`config.mk`:
```
export PLATFORM = sky130hd
export DESIGN_NAME = srq_top
export DESIGN_NICKNAME = d
export VERILOG_FILES = /design/src/srq_pkg.sv /design/src/srq_round.sv /design/src/srq_stb.sv /design/src/srq_top.sv
export SDC_FILE = /design/constraint.sdc
export NUM_CORES = 1
export LEC_CHECK = 0
export BUFFER_PORTS_ARGS = -buffer_cell sky130_fd_sc_hd__clkbuf_2
export CELL_PAD_IN_SITES_DETAIL_PLACEMENT = 0
export CELL_PAD_IN_SITES_GLOBAL_PLACEMENT = 1
export CORE_ASPECT_RATIO = 0.5
export CORE_MARGIN = 8
export CORE_UTILIZATION = 38
export DETAILED_ROUTE_END_ITERATION = 8
export PLACE_DENSITY_LB_ADDON = 0.1
export SETUP_SLACK_MARGIN = 0.5
export SLEW_MARGIN = 20
export SYNTH_ARGS = -nofsm -noshare
export SYNTH_HDL_FRONTEND = slang
export SYNTH_SLANG_ARGS = --single-unit
```
`constraint.sdc`:
```
create_clock -name ref_clk_i -period 2.4 [get_ports ref_clk_i]
set_input_delay 0.36 -clock ref_clk_i [delete_from_list [all_inputs] [get_ports ref_clk_i]]
set_output_delay 0.36 -clock ref_clk_i [all_outputs]
set_load 0.05 [all_outputs]
```
`src/srq_pkg.sv`:
```
/*
 srq_pkg: constants, command codes, states and carriers of the status byte
 and common-command block.
 assumes one 100 MHz clock and a link parser that hands over decoded commands.
*/
// Overview of operation
// - mask write rounds argument to an integer 0..255, stored as mask bits 0..7
// - a set mask bit lets the matching status bit feed the summary
// - mask query answers the mask as an unsigned integer
// - summary bit 6 is OR of status bits, except bit 6, ANDed with mask
// - status query gives bits 0..5 and 7 directly, summary in bit 6
// - bit 1 shows a device status condition; bit 0 unused, reads zero
// - bit 3 shows a questionable status condition
// - bit 4 is one while a response waits in the output buffer
// - bit 5 shows an enabled standard event; bit 7 shows operation status
// - bus trigger with source other than bus logs -211 and is ignored
// - bus trigger outside the wait-for-trigger state logs -211 and is discarded
// - self-test runs about 25 s then answers 0 on pass, 1 on fail
// - wait command holds off commands until pending work ends or device clear
// - device clear halts work, empties output buffer, resets the parser
// - save-state accepts slot numbers 1 to 10 only
// - read acts as initiate plus fetch; measure acts as configure plus read
// - free-run mode measures repeatedly; fetch answers from the result buffer
// - operation-complete query answers 1 once zeroing has finished
package srq_pkg;

	//----------------------------------------
	// timing and field constants
	//----------------------------------------
	localparam longint unsigned CLK_HZ     = 100_000_000;
	localparam longint unsigned TST_TIME_S = 25;
	localparam longint unsigned TST_CYC    = TST_TIME_S * CLK_HZ;
	localparam int              ARG_FRAC   = 8;            // argument fraction bits
	localparam logic [31:0]     ARG_HALF   = 32'h0000_0080;
	localparam logic [7:0]      MASK_RST   = 8'h00;
	localparam logic [7:0]      MASK_MAX   = 8'hFF;
	localparam int              STB_DEV    = 1;
	localparam int              STB_EQ     = 2;
	localparam int              STB_QUES   = 3;
	localparam int              STB_MAV    = 4;
	localparam int              STB_ESB    = 5;
	localparam int              STB_RQS    = 6;
	localparam int              STB_OPER   = 7;
	localparam logic [7:0]      RQS_EXCL   = 8'hBF;        // every bit but the summary
	localparam logic [15:0]     ERR_TRIG   = 16'hFF2D;     // -211, trigger ignored
	localparam logic [3:0]      SLOT_MIN   = 4'h1;
	localparam logic [3:0]      SLOT_MAX   = 4'hA;
	localparam logic [31:0]     ANS_PASS   = 32'h0000_0000;
	localparam logic [31:0]     ANS_FAIL   = 32'h0000_0001;
	localparam logic [31:0]     ANS_OPC    = 32'h0000_0001;

	//----------------------------------------
	// enumerations
	//----------------------------------------
	typedef enum logic [3:0] {
		C_MASK_WR = 4'b0000, C_MASK_RD = 4'b0001, C_STB_RD  = 4'b0010,
		C_TRG     = 4'b0011, C_TST     = 4'b0100, C_WAI     = 4'b0101,
		C_OPC_Q   = 4'b0110, C_SAVE    = 4'b0111, C_CFG     = 4'b1000,
		C_START   = 4'b1001, C_FETCH   = 4'b1010, C_READ    = 4'b1011,
		C_MEASURE = 4'b1100, C_CONT_ON = 4'b1101, C_CONT_OFF = 4'b1110
	} srq_cmd_t;

	typedef enum logic [1:0] {
		TS_IMM = 2'b00, TS_BUS = 2'b01, TS_HOLD = 2'b10, TS_EXT = 2'b11
	} srq_trig_t;

	typedef enum logic [2:0] {
		S_IDLE = 3'b000, S_WAIT = 3'b001, S_TEST = 3'b010,
		S_OPC = 3'b011, S_FETCH = 3'b100
	} srq_state_t;

	//----------------------------------------
	// carriers
	//----------------------------------------
	typedef struct packed {
		srq_cmd_t    code;
		logic [31:0] arg;     // signed, ARG_FRAC fraction bits
	} srq_req_t;

	typedef struct packed {
		logic oper;  // operation status summary
		logic esb;   // enabled standard event summary
		logic ques;  // questionable status summary
		logic eq;    // error/event queue not empty
		logic dev;   // device-specific condition
	} srq_status_t;

	typedef struct packed {
		srq_state_t  st;
		logic [7:0]  mask;
		logic        cont_mode;
		logic        wait_trig;
		logic        measuring;
		logic        have_result;
		logic        resp_valid;
		logic [31:0] resp_data;
		logic        err_valid;
		logic [15:0] err_code;
		logic        measure_result_query_start;
		logic        cfg;
		logic        clear;
		logic        save;
		logic [3:0]  slot;
		logic [31:0] tcnt;
	} srq_regs_t;

	localparam srq_regs_t REGS_RST = '0;  // idle, mask MASK_RST, nothing pending

endpackage

```
`src/srq_round.sv`:
```
/*
 srq_round: turns a fixed-point command argument into an 8-bit mask value.
 assumes the argument is two's complement with ARG_FRAC fraction bits.
*/
`timescale 1ns/1ns
module srq_round
	import srq_pkg::*;
(
	// argument in
	input  wire logic [31:0] arg_i,
	// rounded value out
	output logic      [7:0]  val_o
);

	logic [31:0] sum;
	logic [23:0] whole;

	//----------------------------------------
	// round half up, then clamp to 0..255
	//----------------------------------------
	always_comb begin
		sum   = arg_i + ARG_HALF;
		whole = sum[31:ARG_FRAC];
		// sign taken before rounding: a huge positive argument may carry into bit 31
		if (arg_i[31]) begin
			val_o = MASK_RST;  // negative rounds to zero
		end else if (|whole[23:8]) begin
			val_o = MASK_MAX;  // saturate instead of wrapping
		end else begin
			val_o = whole[7:0];
		end
	end

endmodule // srq_round

```
`src/srq_stb.sv`:
```
/*
 srq_stb: assembles the status byte and its request summary bit.
 assumes all status levels come from logic on the same clock.
*/
`timescale 1ns/1ns
module srq_stb
	import srq_pkg::*;
(
	// status sources
	input  wire srq_status_t stat_i,
	input  wire logic        mav_i,
	input  wire logic [7:0]  mask_i,
	// assembled byte
	output logic      [7:0]  stb_o
);

	logic [7:0] raw;
	logic       request_summary_bit;

	//----------------------------------------
	// pure combinational, so reading never disturbs a bit
	//----------------------------------------
	always_comb begin
		raw           = 8'h00;            // bit 0 unused
		raw[STB_DEV]  = stat_i.dev;
		raw[STB_EQ]   = stat_i.eq;
		raw[STB_QUES] = stat_i.ques;
		raw[STB_MAV]  = mav_i;
		raw[STB_ESB]  = stat_i.esb;
		raw[STB_OPER] = stat_i.oper;
		request_summary_bit = |(raw & mask_i & RQS_EXCL);
		stb_o         = raw;
		stb_o[STB_RQS] = request_summary_bit;
	end

endmodule // srq_stb

```
`src/srq_top.sv`:
```
/*
 srq_top: status byte, service request mask and common commands of the
 measurement instrument.
 assumes a link parser that presents one decoded command at a time, a
 measurement engine and zeroing engine on the same clock, and a host that
 takes each answer before sending the next command.
*/
`timescale 1ns/1ns
module srq_top
	import srq_pkg::*;
#(
	parameter logic [31:0] TST_CYCLES = 32'(TST_CYC),
	parameter logic [15:0] ERR_SLOT   = 16'hFF22
)(
	// clock and reset
	input  wire logic        ref_clk_i,
	input  wire logic        rst_n_i,
	// decoded command stream
	input  wire logic        cmd_valid_i,
	input  wire srq_req_t    cmd_i,
	output logic             cmd_ready_o,
	// answers to queries
	output logic             resp_valid_o,
	output logic [31:0]      resp_data_o,
	input  wire logic        resp_ready_i,
	// device clear from the link
	input  wire logic        dcl_i,
	output logic             parser_rst_o,
	output logic             halt_o,
	// status sources
	input  wire srq_status_t stat_i,
	output logic [7:0]       stb_o,
	// error/event log
	output logic             err_valid_o,
	output logic [15:0]      err_code_o,
	// measurement engine
	input  wire srq_trig_t   trig_src_i,
	output logic             measure_result_query_start_o,
	output logic             cfg_o,
	input  wire logic        measure_result_query_done_i,
	input  wire logic [31:0] measure_result_query_data_i,
	input  wire logic        zero_busy_i,
	input  wire logic        test_pass_i,
	// state store
	output logic             save_o,
	output logic [3:0]       save_slot_o
);

	srq_regs_t   r;
	srq_regs_t   next_r;
	logic [7:0]  mask_rnd;
	logic        take;
	logic        busy;
	logic        do_start;
	logic        slot_ok;
	logic [31:0] hi_arg;

	//----------------------------------------
	// helpers
	//----------------------------------------
	srq_round u_round (
		.arg_i (cmd_i.arg),
		.val_o (mask_rnd)
	);

	srq_stb u_stb (
		.stat_i (stat_i),
		.mav_i  (r.resp_valid),
		.mask_i (r.mask),
		.stb_o  (stb_o)
	);

	// one answer slot; commands stall while it is full
	assign cmd_ready_o = (r.st == S_IDLE) && !r.resp_valid;
	assign take        = cmd_valid_i && cmd_ready_o;
	// free-run never finishes, so only single shots and zeroing count as pending
	assign busy        = zero_busy_i || (r.measuring && !r.cont_mode);
	assign hi_arg      = cmd_i.arg >> ARG_FRAC;
	assign slot_ok     = (hi_arg >= 32'(SLOT_MIN)) && (hi_arg <= 32'(SLOT_MAX));

	//----------------------------------------
	// next-state logic
	//----------------------------------------
	always_comb begin
		next_r            = r;
		do_start          = 1'b0;
		next_r.measure_result_query_start = 1'b0;
		next_r.cfg        = 1'b0;
		next_r.clear      = 1'b0;
		next_r.save       = 1'b0;
		next_r.err_valid  = 1'b0;

		// engine results land in the buffer
		if (measure_result_query_done_i) begin
			next_r.measuring   = 1'b0;
			next_r.have_result = 1'b1;
		end

		// free-run relaunches as soon as the engine is idle
		if (r.cont_mode && !r.measuring && !r.measure_result_query_start) begin
			next_r.measure_result_query_start = 1'b1;
			next_r.measuring  = 1'b1;
		end

		// host drains the answer
		if (r.resp_valid && resp_ready_i) begin
			next_r.resp_valid = 1'b0;
		end

		unique case (r.st)
			S_IDLE: begin
				if (take) begin
					case (cmd_i.code)
						C_MASK_WR: begin
							next_r.mask = mask_rnd;
						end
						C_MASK_RD: begin
							next_r.resp_valid = 1'b1;
							next_r.resp_data  = {24'h00_0000, r.mask};
						end
						C_STB_RD: begin
							// no bit is cleared by this read
							next_r.resp_valid = 1'b1;
							next_r.resp_data  = {24'h00_0000, stb_o};
						end
						C_TRG: begin
							if (trig_src_i != TS_BUS || !r.wait_trig) begin
								next_r.err_valid = 1'b1;
								next_r.err_code  = ERR_TRIG;
							end else begin
								next_r.wait_trig  = 1'b0;
								next_r.measure_result_query_start = 1'b1;
								next_r.measuring  = 1'b1;
							end
						end
						C_TST: begin
							next_r.st   = S_TEST;
							next_r.tcnt = 32'h0000_0000;
						end
						C_WAI: begin
							next_r.st = S_WAIT;
						end
						C_OPC_Q: begin
							next_r.st = S_OPC;
						end
						C_SAVE: begin
							if (slot_ok) begin
								next_r.save = 1'b1;
								next_r.slot = hi_arg[3:0];
							end else begin
								next_r.err_valid = 1'b1;
								next_r.err_code  = ERR_SLOT;
							end
						end
						C_CFG: begin
							next_r.cfg         = 1'b1;
							next_r.have_result = 1'b0;
						end
						C_START: begin
							do_start = 1'b1;
						end
						C_FETCH: begin
							next_r.st = S_FETCH;
						end
						C_READ: begin
							do_start  = 1'b1;
							next_r.st = S_FETCH;
						end
						C_MEASURE: begin
							// configure forces an immediate source, so start now
							next_r.cfg         = 1'b1;
							next_r.have_result = 1'b0;
							next_r.measure_result_query_start  = 1'b1;
							next_r.measuring   = 1'b1;
							next_r.st          = S_FETCH;
						end
						C_CONT_ON: begin
							next_r.cont_mode = 1'b1;
						end
						C_CONT_OFF: begin
							next_r.cont_mode = 1'b0;
						end
						default: begin
						end
					endcase
				end
			end
			S_WAIT: begin
				// commands stay stalled until nothing is pending
				if (!busy) begin
					next_r.st = S_IDLE;
				end
			end
			S_TEST: begin
				next_r.tcnt = r.tcnt + 32'h0000_0001;
				if (r.tcnt >= TST_CYCLES - 32'h0000_0001) begin
					next_r.st         = S_IDLE;
					next_r.resp_valid = 1'b1;
					next_r.resp_data  = test_pass_i ? ANS_PASS : ANS_FAIL;
				end
			end
			S_OPC: begin
				if (!zero_busy_i) begin
					next_r.st         = S_IDLE;
					next_r.resp_valid = 1'b1;
					next_r.resp_data  = ANS_OPC;
				end
			end
			S_FETCH: begin
				// single shot waits for the result the host started first
				if (r.cont_mode || r.have_result) begin
					next_r.st         = S_IDLE;
					next_r.resp_valid = 1'b1;
					next_r.resp_data  = measure_result_query_data_i;
				end
			end
			default: begin
				next_r.st = S_IDLE;
			end
		endcase

		// initiate: start at once on immediate source, else arm
		if (do_start) begin
			next_r.have_result = 1'b0;
			if (trig_src_i == TS_IMM) begin
				next_r.measure_result_query_start = 1'b1;
				next_r.measuring  = 1'b1;
			end else begin
				next_r.wait_trig = 1'b1;
			end
		end

		// device clear overrides the state, answer, trigger arm, measuring, start and save above
		if (dcl_i) begin
			next_r.st          = S_IDLE;
			next_r.resp_valid  = 1'b0;
			next_r.clear       = 1'b1;
			next_r.wait_trig   = 1'b0;
			next_r.measuring   = 1'b0;
			next_r.measure_result_query_start  = 1'b0;
			next_r.save        = 1'b0;
		end
	end

	//----------------------------------------
	// state register
	//----------------------------------------
	always_ff @(posedge ref_clk_i) begin
		if (!rst_n_i) begin
			r <= REGS_RST;
		end else begin
			r <= next_r;
		end
	end

	//----------------------------------------
	// outputs, all straight from flops
	//----------------------------------------
	assign resp_valid_o = r.resp_valid;
	assign resp_data_o  = r.resp_data;
	assign parser_rst_o = r.clear;
	assign halt_o       = r.clear;
	assign err_valid_o  = r.err_valid;
	assign err_code_o   = r.err_code;
	assign measure_result_query_start_o = r.measure_result_query_start;
	assign cfg_o        = r.cfg;
	assign save_o       = r.save;
	assign save_slot_o  = r.slot;
endmodule // srq_top

```
; Yosys cells after proc, flatten, opt, wreduce, memory -nomap -nowiden
; Cells that the tools add are included.
[word_totals]
ff_bits = 105
[op_classes]
n_addsub = 2
order_cmp = 3
eq_ne = 29
muxes = 48
n_bitwise = 5
n_reduce_logical = 38
[ops]
columns = cell, count
row1 = 33-bit one-hot mux with 4 select lines, 1
row2 = 33-bit 2-to-1 mux, 3
row3 = 67-bit 2-to-1 mux, 1
row4 = 33-bit one-hot mux with 2 select lines, 1
row5 = 32-bit one-hot mux with 2 select lines, 1
row6 = 37-bit 2-to-1 mux, 1
row7 = 17-bit 2-to-1 mux, 2
row8 = 17-bit one-hot mux with 2 select lines, 1
row9 = 32-bit by 1-bit adder with 32-bit output (second input constant), 1
row10 = 32-bit by 8-bit adder with 32-bit output (second input constant), 1
row11 = 32-bit greater-or-equal comparator (second input constant), 1
row12 = 32-bit 2-to-1 mux, 1
row13 = 4-bit == test (second input constant), 7
row14 = 24-bit by 1-bit greater-or-equal comparator with 1-bit output (second input constant), 1
row15 = 24-bit by 4-bit less-or-equal comparator with 1-bit output (second input constant), 1
row16 = 8-bit 2-to-1 mux, 3
row17 = 3-bit 2-to-1 mux, 6
row18 = 4-bit by 3-bit == test with 1-bit output (second input constant), 4
row19 = 16-bit OR reduction, 1
row20 = 1-bit 2-to-1 mux, 15
row21 = 5-bit 2-to-1 mux, 3
row22 = 3-bit one-hot mux with 5 select lines, 1
row23 = 2-bit != test (second input constant), 7
row24 = 3-bit one-hot mux with 4 select lines, 1
row25 = other kinds (28), 60

; Depth between registers and ports, before layout
; Gate-level depths: netlist of the first run.
[logic_depth]
depth_word = 10
ltp_mapped = 9

; Modules after synthesis
; From an unflattened synthesis of the first run, not the netlist that was laid out.
[unflattened]
cells_unflattened = 658
hier_area_um2 = 5571.6
[modules_own_cells]
columns = module, instances, cells_per_inst, area_each_um2
row1 = srq_top, 1, 563, 4867.2
row2 = srq_round, 1, 82, 613.1
row3 = srq_stb, 1, 13, 91.3

; Worst setup path after synthesis of the first run
; Ideal clock, no wire load.
[synth_path]
path_kind = register to register
startpoint = reg r, in the netlist resp_valid_o
endpoint = reg r[27] (netlist name)
setup_time_ns = 0.128
t_arrival_ns = 2.398
t_required_ns = 2.272
path_slack_ns = -0.125
path_stages_with_launch = 8
path_buffers = 1
cell_sequence = dfxtp_1 nor4_4 nand4_1 nor3_2 clkbuf_1 o2111ai_1 xor2_1 nor2_1
[synth_between]
elab_chain_len = 5
[synth_rtl]
columns = item, line
row1 = from (decl), srq_top.sv:49  ; srq_regs_t r;
row2 = from (signal assigned), srq_top.sv:252  ; r <= next_r;
row3 = 1-bit zero test, srq_top.sv:74  ; assign cmd_ready_o = (r.st == S_IDLE) && !r.resp_valid;
row4 = 1-bit logical AND, srq_top.sv:74
row5 = net cmd_ready_o, srq_top.sv:21  ; output logic cmd_ready_o,
row6 = 1-bit logical AND, srq_top.sv:75  ; assign take = cmd_valid_i && cmd_ready_o;
row7 = 2-bit != test (no line), n/a
row8 = 3-bit AND reduction (no line), n/a
; The timed path passes the listed nets, and every way through them passes these cells.
; A chain may end at the register's enable or synchronous reset.

; Worst setup path in the final report of the first run
[layout_path]
startpoint = reg r, in the netlist resp_valid_o
endpoint = reg r, in the netlist resp_data_o[2]
[layout_between]
elab_chain_len = 5
[layout_rtl]
columns = item, line
row1 = 1-bit zero test, srq_top.sv:74
row2 = 1-bit logical AND, srq_top.sv:74
row3 = 1-bit logical AND, srq_top.sv:75
row4 = 2-bit != test (no line), n/a
row5 = 6-bit AND reduction (no line), n/a
; Every way passes these cells.

==> results by group, run 1 <==
Die
  – Num ports: 151
  – Die W: between 150 and 200 µm
  – CORE AREA: approximately 13000 µm²
  – Initial Util: 0.386
  – Rows: 30
  – Die area: ~18000 µm²
  – Die height: between 90 and 100 µm

Detailed routing
  – Final wirelength: 15900 µm
  – Post-route ant nets: 0
  – Drc violations: 0
  – Initial drt markers: around 210
  – Drt wl/cell: 16.5 µm
  – Via count: between 5000 and 6000
  – Post-DR vias/cell: between 5 and 6
  – DR pass1 iterations: 4

Clocking
  – Worst-Skew Late Latency: between 0.3 and 0.4 ns
  – Clock Path Buffers: 2
  – CTS tree: done
  – CTS Buf Count: 9
  – Sink Count: between 90 and 100
  – Worst-path clk slew: 0.07 ns
  – Clock Tree Root: clkbuf_16
  – Hold-fix buffers, CTS: 0
  – H-tree depth: 3

STA
  – Worst slew pin tran: 0.559 ns
  – Crit share post-route: 0.834
  – FMAX: between 400 and 500 MHz
  – Slew headroom: 0.627
  – RSZ-0062 raised after global routing: yes
  – Slew Limit Fails: 0
  – Final hold slack: about 0.24 ns
  – Clock Skews: between 0.009 and 0.01 ns
  – Final WS setup: between 0.3 and 0.4 ns
  – Hold violation count in the final report: 0
  – Final setup violation count: 0
  – Final min period: roughly 2.0 ns

Global route
  – GR Overflow Total: 0
  – Vias in the first global route: approximately 4600
  – Global-route wire length before repair: ~24000 µm
  – All-Layer GR Usage: 0.166
  – Initial antenna violation count: 0
  – Largest net degree at the start of global routing: 56

Layout
  – Post-layout util: 0.521
  – Final Cell Area: 7000 µm²
  – Fraction of layout cells with a size suffix above 1: 0.404
  – Ant diodes: 0
  – Area added between synthesis and finish: 35.0%
  – Final #Nets: roughly 860

Synth
  – Mux cell area share after synthesis: 0.0138
  – Synth Area in Compound Gates: 0.170
  – Post-Synth XOR/XNOR Area: 0.0625
  – EDFF count, synth: 0
  – Mapped cell area: roughly 5200 µm²
  – Number of distinct library cells after synthesis: 62
  – #FFs+latches synth: a little over 90
  – Mapped Avg Cell Area: 7.96 µm²
  – Cells after Synth: 651
  – Top FF cell, synth: dfxtp_1
  – Seq/Total Area, Yosys: 0.355
  – Simple-gate share of the synthesized area: 0.268
  – Post-synth ARST share: 0
  – Synth Area in Adders: 0.00676
  – Largest family of logic cells by synthesized area: simple AND/OR/NAND/NOR gates
  – Yosys warnings: 0

Worst setup path
  – Critical path's largest stage delay: 0.37 ns
  – Req. time, crit path: around 2.6 ns
  – Setup CP Type: reg2reg
  – CP Launch Type: flip-flop
  – Crit path DAT: about 2.2 ns
  – Critical path cell sequence: nor4_4, buf_4, and4_4, o21ai_2, a2bb2oi_2, o21a_4, clkbuf_16, o22ai_1
  – CP max stage cell: nor4_4
  – Crit end category: flip-flop
  – Crit path buf inv count: 2
  – Crit-path leading delay family: simple AND/OR/NAND/NOR gates
  – Crit-path max FO: 8

Outcome
  – Status: finished, final reports clean

Place
  – Routability cong.: 0.813
  – Placed Area: ~5900 µm²
  – Worst slack at placement: -0.0329 ns
  – PortBufs: between 100 and 150
  – HPWL after detailed placement: between 10000 and 15000 µm

Flow run
  – # Max-Cap Violations: 0

Pwr
  – Pwr dens: 504 nW/µm²
  – LEAKAGE: 2.81 nW
  – Worst vdd ir: around 270 µV

Worst hold path
  – Worst min-delay path class: in2reg
-- report_power, final --
group / internal, mW / switching (mW)
clock network: 0.818 / 0.631
registers: 1.54 / 0.0114
logic: 0.202 / 0.329
total: 2.56 / 0.971
-- cells in the mapped netlist (all sizes together), types with 2 or more instances --
| master | instances | area [µm²] |
|---|---|---|
| xnor2 | 7 | 61.3 |
| nor3 | 12 | 76.3 |
| clkbuf | 30 | 113 |
| inv | 10 | 37.5 |
| and2 | 5 | 31.3 |
| a2bb2oi | 2 | 17.5 |
| o211ai | 4 | 30.0 |
| dfxtp | 92 | 1840 |
| and3 | 11 | 70.1 |
| nor2b | 6 | 37.5 |
| a22oi | 17 | 128 |
| nor2 | 68 | 255 |
| or4 | 3 | 22.5 |
| nor4b | 2 | 17.5 |
| nand4b | 2 | 17.5 |
| o21a | 4 | 30.0 |
| and4 | 8 | 70.1 |
| nand2 | 65 | 244 |
| xor2 | 30 | 263 |
| mux2i | 6 | 60.1 |
| o31ai | 3 | 22.5 |
| buf | 67 | 487 |
| a21oi | 23 | 115 |
| nand4 | 20 | 146 |
| nand2b | 5 | 31.3 |
| nand3 | 45 | 230 |
| a31oi | 5 | 31.3 |
| nor4 | 10 | 90.1 |
| ha | 2 | 25.0 |
| o21ai | 44 | 224 |
| a211oi | 4 | 30.0 |
| a211o | 2 | 17.5 |
| or3 | 4 | 25.0 |
| o22ai | 8 | 50.1 |
| o2111ai | 10 | 87.6 |
-- sequential cells by signal, indices dropped and copies added, names as in the netlist --
register and count:
err_valid_o 1, measure_result_query_start_o 1, save_o 1, r 47
resp_data_o 32, resp_valid_o 1, err_code_o 3, cfg_o 1
save_slot_o 4, halt_o 1
-- kinds of logic (layout without fill, tap and decap cells) --
family                   Yosys count  count (layout)
flip-flops                        92              92
AO/OA/AOI/OAI                    135             135
multiplexers                       7               7
adder cells (fa/ha/maj)            3               3
other                              1               4
AND/OR/NAND/NOR                  269             269
buffers and inverters            107             236
XOR/XNOR                          37              37
-- worst min-delay path, cell delays in order --
cell and delay (ns):
clkbuf_2 0.07, nand3_1 0.05, o21ai_0 0.06
-- stage by stage --
stage | cells | setup TNS [ns] | total power, mW
finish | 959 | 0 | 3.53
global route | 959 | 0 | 3.66
CTS | 942 | 0 | 3.53
detailed placement | 911 | -0.229 | 2.02
global placement | 911 | -0.645 | 2.02
floorplan | 654 | 0 | 1.87
-- cell usage in the layout, fill, tap and decap left out, types with 7 or more instances in the layout --
| cell | Yosys | layout |
|---|---|---|
| o21ai_1 | 1 | 10 |
| nand2_1 | 65 | 57 |
| inv_1 | 10 | 10 |
| clkbuf_2 | 0 | 124 |
| nand3_1 | 44 | 41 |
| xnor2_1 | 7 | 7 |
| o21ai_2 | 1 | 17 |
| xor2_1 | 30 | 30 |
| o21ai_0 | 42 | 15 |
| clkbuf_16 | 0 | 12 |
| buf_6 | 0 | 11 |
| nand4_1 | 18 | 18 |
| a21oi_1 | 23 | 21 |
| and3_1 | 10 | 8 |
| a22oi_1 | 17 | 17 |
| nor2_1 | 68 | 65 |
| buf_4 | 61 | 64 |
| dfxtp_1 | 92 | 84 |
-- repair_timing --
| item | CTS | global route |
|---|---|---|
| resized for setup | 62 | 101 |
| pin swaps | 26 | 52 |
| buffers inserted | 14 | 14 |
| gates cloned | 1 | 3 |
| endpoints found under the setup margin | 70 | 80 |
-- worst paths after layout --
kind,startpoint,end,slack (ns),cells past startpoint
setup / recovery,resp_valid_o$_SDFF_PP0_,resp_data_o[2]$_SDFFE_PN0P_,0.40,8
hold / removal,measure_result_query_data_i[14],resp_data_o[14]$_SDFFE_PN0P_,0.24,3
setup reg to reg,resp_valid_o$_SDFF_PP0_,resp_data_o[2]$_SDFFE_PN0P_,0.40,8
hold reg to reg,resp_data_o[30]$_SDFFE_PN0P_,resp_data_o[30]$_SDFFE_PN0P_,0.45,2
-- area by class of cell --
type | count | area [µm²]
Clock buffer | 10 | 229
Clock inverter | 6 | 70.1
Fill cell | 1328 | 6440
Inverter | 10 | 37.5
Multi-Input combinational cell | 455 | 3170
Sequential cell | 92 | 1860
Tap cell | 176 | 220
Timing Repair Buffer | 210 | 1410
-- metal layers --
metal  share of wire  track usage  vias up
met4          0.0092       0.0388        0
met2            0.48        0.276      108
met1            0.46        0.214     2388
met5               0            0        -
met3           0.046       0.0411       11
li1                -            -     2528
Power figures use the tool's default switching activity.
==> run 2, diff against run 1 <==
Settings changed: ABC_AREA set to 1, CORE_UTILIZATION 38 to 37.
Clock period 2.4 ns to 1.9 ns, I/O delays scaled along.
==> run 2 against run 1 <==
Register-to-register slack got worse by 0.29 ns. Design area rose by 16%. First-iteration DRC count grew 40%. Critical path depth grew 4. Flip-flop and latch count stayed put. Sequential share of layout area is 3.2 points lower. Total power is 32% higher. Worst setup slack got worse by 0.29 ns. Clock power grew 35%. Clock-buffer cell count down 1. Wire length grew 15%. Sequential power grew 26%.
==> results by group, run 2 <==
Detailed routing
  – Post-route ant nets: 0 (unchanged)
  – Post-DR vias/cell: 4.68 (-11%)
  – Final wirelength: 18200 µm (+15%)
  – Initial drt markers: 298 (+40%)
  – Drc violations: 0 (unchanged)
  – Via count: 5968 (+19%)
  – DR pass1 iterations: 4 (unchanged)
  – Drt wl/cell: 14.3 µm (-14%)

Die
  – Num ports: 151 (unchanged)
  – CORE AREA: 15400 µm² (+14%)
  – Die height: 105 µm (+6.1%)
  – Die area: 20200 µm² (+13%)
  – Initial Util: 0.378 (-0.00800)
  – Rows: 32 (+6.7%)
  – Die W: 193 µm (+6.6%)

Worst setup path
  – Critical path's largest stage delay: 0.36 ns (about the same)
  – Crit path buf inv count: 6 (+4)
  – Critical path capture point: r[11]$_SDFFE_PN0P_
  – Crit-path leading delay family: buffers and inverters
  – Reg2reg end: r[11]$_SDFFE_PN0P_
  – CP max stage cell: dfxtp_4
  – Critical path cell sequence: nor2_4, nand2_4, buf_4, inv_4, nand2_8, nand2_8, nor2_4, buf_4, buf_6, buf_6, buf_4, a221oi_2
  – Worst path depth: 12 (+4)
  – Reg2Reg Depth: 12 (+4)
  – Req. time, crit path: 2.16 ns (-0.45 ns)
  – CP Launch Type: flip-flop
  – Setup CP Type: reg2reg
  – Crit-path max FO: 5 (-3)
  – CP most frequent cell: buf_4
  – Critical Path Start: r[103]$_SDFFE_PP0P_
  – Crit end category: flip-flop
  – Register-to-register setup slack: 0.11 ns (-0.29 ns)
  – Worst reg2reg startpoint: r[103]$_SDFFE_PP0P_
  – Crit path DAT: 2.05 ns (-0.16 ns)

Outcome
  – Status: finished, final reports clean

Place
  – Routability cong.: 0.823 (+1.3%)
  – Worst slack at placement: -0.105 ns (-0.0725 ns)
  – Placed Area: 6800 µm² (+16%)
  – HPWL after detailed placement: 13800 µm (+22%)
  – Number of placed instances, taps included: 1211 (+33%)
  – PortBufs: 139 (unchanged)

Clocking
  – Worst-path clk slew: 0.07 ns (about the same)
  – Worst-Skew Late Latency: 0.35 ns (about the same)
  – CTS Buf Count: 9 (unchanged)
  – Clock Tree Root: clkbuf_16
  – Sink Count: 92 (unchanged)
  – H-tree depth: 3 (unchanged)
  – Clock Path Buffers: 2 (unchanged)
  – CTS tree: done

Synth
  – Largest area contributor in the netlist: dfxtp_1
  – Cells after Synth: 876 (+35%)
  – Synth top area cells: dfxtp_1, nand2_1, buf_4
  – Most frequent cells after synthesis: nand2_1, inv_1, dfxtp_1, a21oi_1, nor2_1
  – Post-synth ARST share: 0 (unchanged)
  – Mapped cell area: 5810 µm² (+12%)
  – Mapped Avg Cell Area: 6.63 µm² (-17%)
  – Yosys top cell area share: 0.317 (-0.0382)
  – Top FF cell, synth: dfxtp_1
  – Most common cell in the synthesized netlist: nand2_1
  – Seq/Total Area, Yosys: 0.317 (-0.0382)
  – Number of distinct library cells after synthesis: 47 (-24%)
  – #FFs+latches synth: 92 (unchanged)
  – EDFF count, synth: 0 (unchanged)
  – Yosys warnings: 0 (unchanged)

Layout
  – Final #Nets: 1152 (+33%)
  – Area added between synthesis and finish: 39.6%
  – Ant diodes: 0 (unchanged)
  – Post-layout util: 0.527 (+0.00658)
  – Commonest cells after routing, fill and taps aside: nand2_1, clkbuf_2, buf_4, inv_1, nor2_1
  – Fraction of layout cells with a size suffix above 1: 0.414 (+0.0101)
  – Fillers: 1579 (+19%)
  – Final Non-Filler Cells: 1275 (+33%)
  – Max reg flops: 47 (unchanged)
  – Reg with most FFs: r
  – Commonest non-fill, non-tap cell in the layout: nand2_1
  – Final Cell Area: 8110 µm² (+16%)

STA
  – Slew Limit Fails: 0 (unchanged)
  – Final min period: 1.79 ns (-0.210 ns)
  – Slew headroom: 0.607 (-0.0196)
  – Fin Setup TNS: 0 ns (unchanged)
  – Final WS setup: 0.108 ns (-0.290 ns)
  – Worst slew pin tran: 0.589 ns (+0.0300 ns)
  – RSZ-0062 raised after global routing: yes
  – Final hold slack: 0.153 ns (-0.0824 ns)
  – Crit share post-route: 0.943 (+0.109)
  – FMAX: 558 MHz (+12%)
  – Final setup violation count: 0 (unchanged)
  – Clock Skews: 0.00805 ns (-0.00155 ns)
  – Hold violation count in the final report: 0 (unchanged)

Global route
  – All-Layer GR Usage: 0.176 (+0.0105)
  – Largest net degree at the start of global routing: 51 (-8.9%)
  – Initial antenna violation count: 0 (unchanged)
  – Vias in the first global route: 5899 (+27%)
  – GR Overflow Total: 0 (unchanged)
  – Global-route wire length before repair: 29900 µm (+22%)

Pwr
  – Pwr dens: 574 nW/µm² (+14%)
  – Internal power: 3.38 mW (+32%)
  – Worst vdd ir: 438 µV (+60%)
  – Sw frac: 0.275 (-0.000380)
  – P_sw: 1.28 mW (+32%)
  – Combinational power share: 0.161 (+0.011)
  – Power share of the clock group: 0.420 (+0.010)
  – LEAKAGE: 3.54 nW (+26%)
  – Total Power: 4.66 mW (+32%)
  – Flop pwr share: 0.419 (-0.020)

Flow run
  – # Max-Cap Violations: 0 (unchanged)

Worst hold path
  – Worst min-delay path class: in2reg
## run 2: changes by cell type after synthesis, moves of 11 or more
cell	delta
nand2_1	+155
inv_1	+86
a21oi_1	+60
clkbuf_1	-20
xor2_1	-20
nor2_4	+13
nor2_1	+12
o21ai_0	-12
nor3_1	+11
## run 2: worst register-to-register path: cells and delay by family, from the launching register on
family,cells,cell delay [ns]
buffers and inverters,6,0.70
AND/OR/NAND/NOR,5,0.42
AO/OA/AOI/OAI,1,0.22
flip-flops,1,0.36
## run 2: cell families after synthesis
family          share of synthesized area
fa+ha+maj                         0.00431
flops                               0.317
other cells                      0.000646
simple gates                        0.362
xor+xnor                           0.0211
buf+inv                             0.155
compound gates                      0.140
## run 2: area by class of cell
cell class | instances | area [µm²] | area share
Multi-Input combinational cell | 612 | 3570 | 0.441
Sequential cell | 92 | 1890 | 0.233
Timing Repair Buffer | 252 | 1670 | 0.206
Inverter | 99 | 392 | 0.0483
Tap cell | 204 | 255 | 0.0315
Clock buffer | 9 | 225 | 0.0278
Clock inverter | 6 | 96.3 | 0.0119
Timing Repair inverter | 1 | 8.76 | 0.00108
## run 2: worst min-delay path by stage
stage | startpoint | end | cells past startpoint
global placement | save_slot_o[0]$_SDFFE_PN0P_ | save_slot_o[0]$_SDFFE_PN0P_ | 2
finish | dcl_i | halt_o$_SDFF_PN0_ | 3
CTS | dcl_i | halt_o$_SDFF_PN0_ | 3
global route | dcl_i | halt_o$_SDFF_PN0_ | 3
detailed placement | save_slot_o[0]$_SDFFE_PN0P_ | save_slot_o[0]$_SDFFE_PN0P_ | 2
floorplan | dcl_i | halt_o$_SDFF_PN0_ | 2
## run 2: what timing repair did
item	in CTS	in global routing
pin swaps	32	37
setup endpoints to repair	101	100
resized for setup	117	76
hold buffers	0	0
gates cloned	2	0
setup buffers	31	16
## run 2: power by group through the flow
stage | logic, mW | clock network, mW | registers (mW)
4_1_cts | 0.713 | 2.02 | 1.96
6_report | 0.751 | 1.96 | 1.95
3_5_place_dp | 0.636 | 0 | 2.00
3_3_place_gp | 0.634 | 0 | 2.00
5_1_grt | 0.810 | 2.11 | 1.95
2_1_floorplan | 0.390 | 0 | 2.01
## run 2: routing by layer
metal,share of wire,global-route usage,up-vias
met5,0,0,-
met4,0.011,0.0333,0
met3,0.047,0.0429,15
met2,0.43,0.269,114
met1,0.52,0.250,2670
li1,-,-,3169
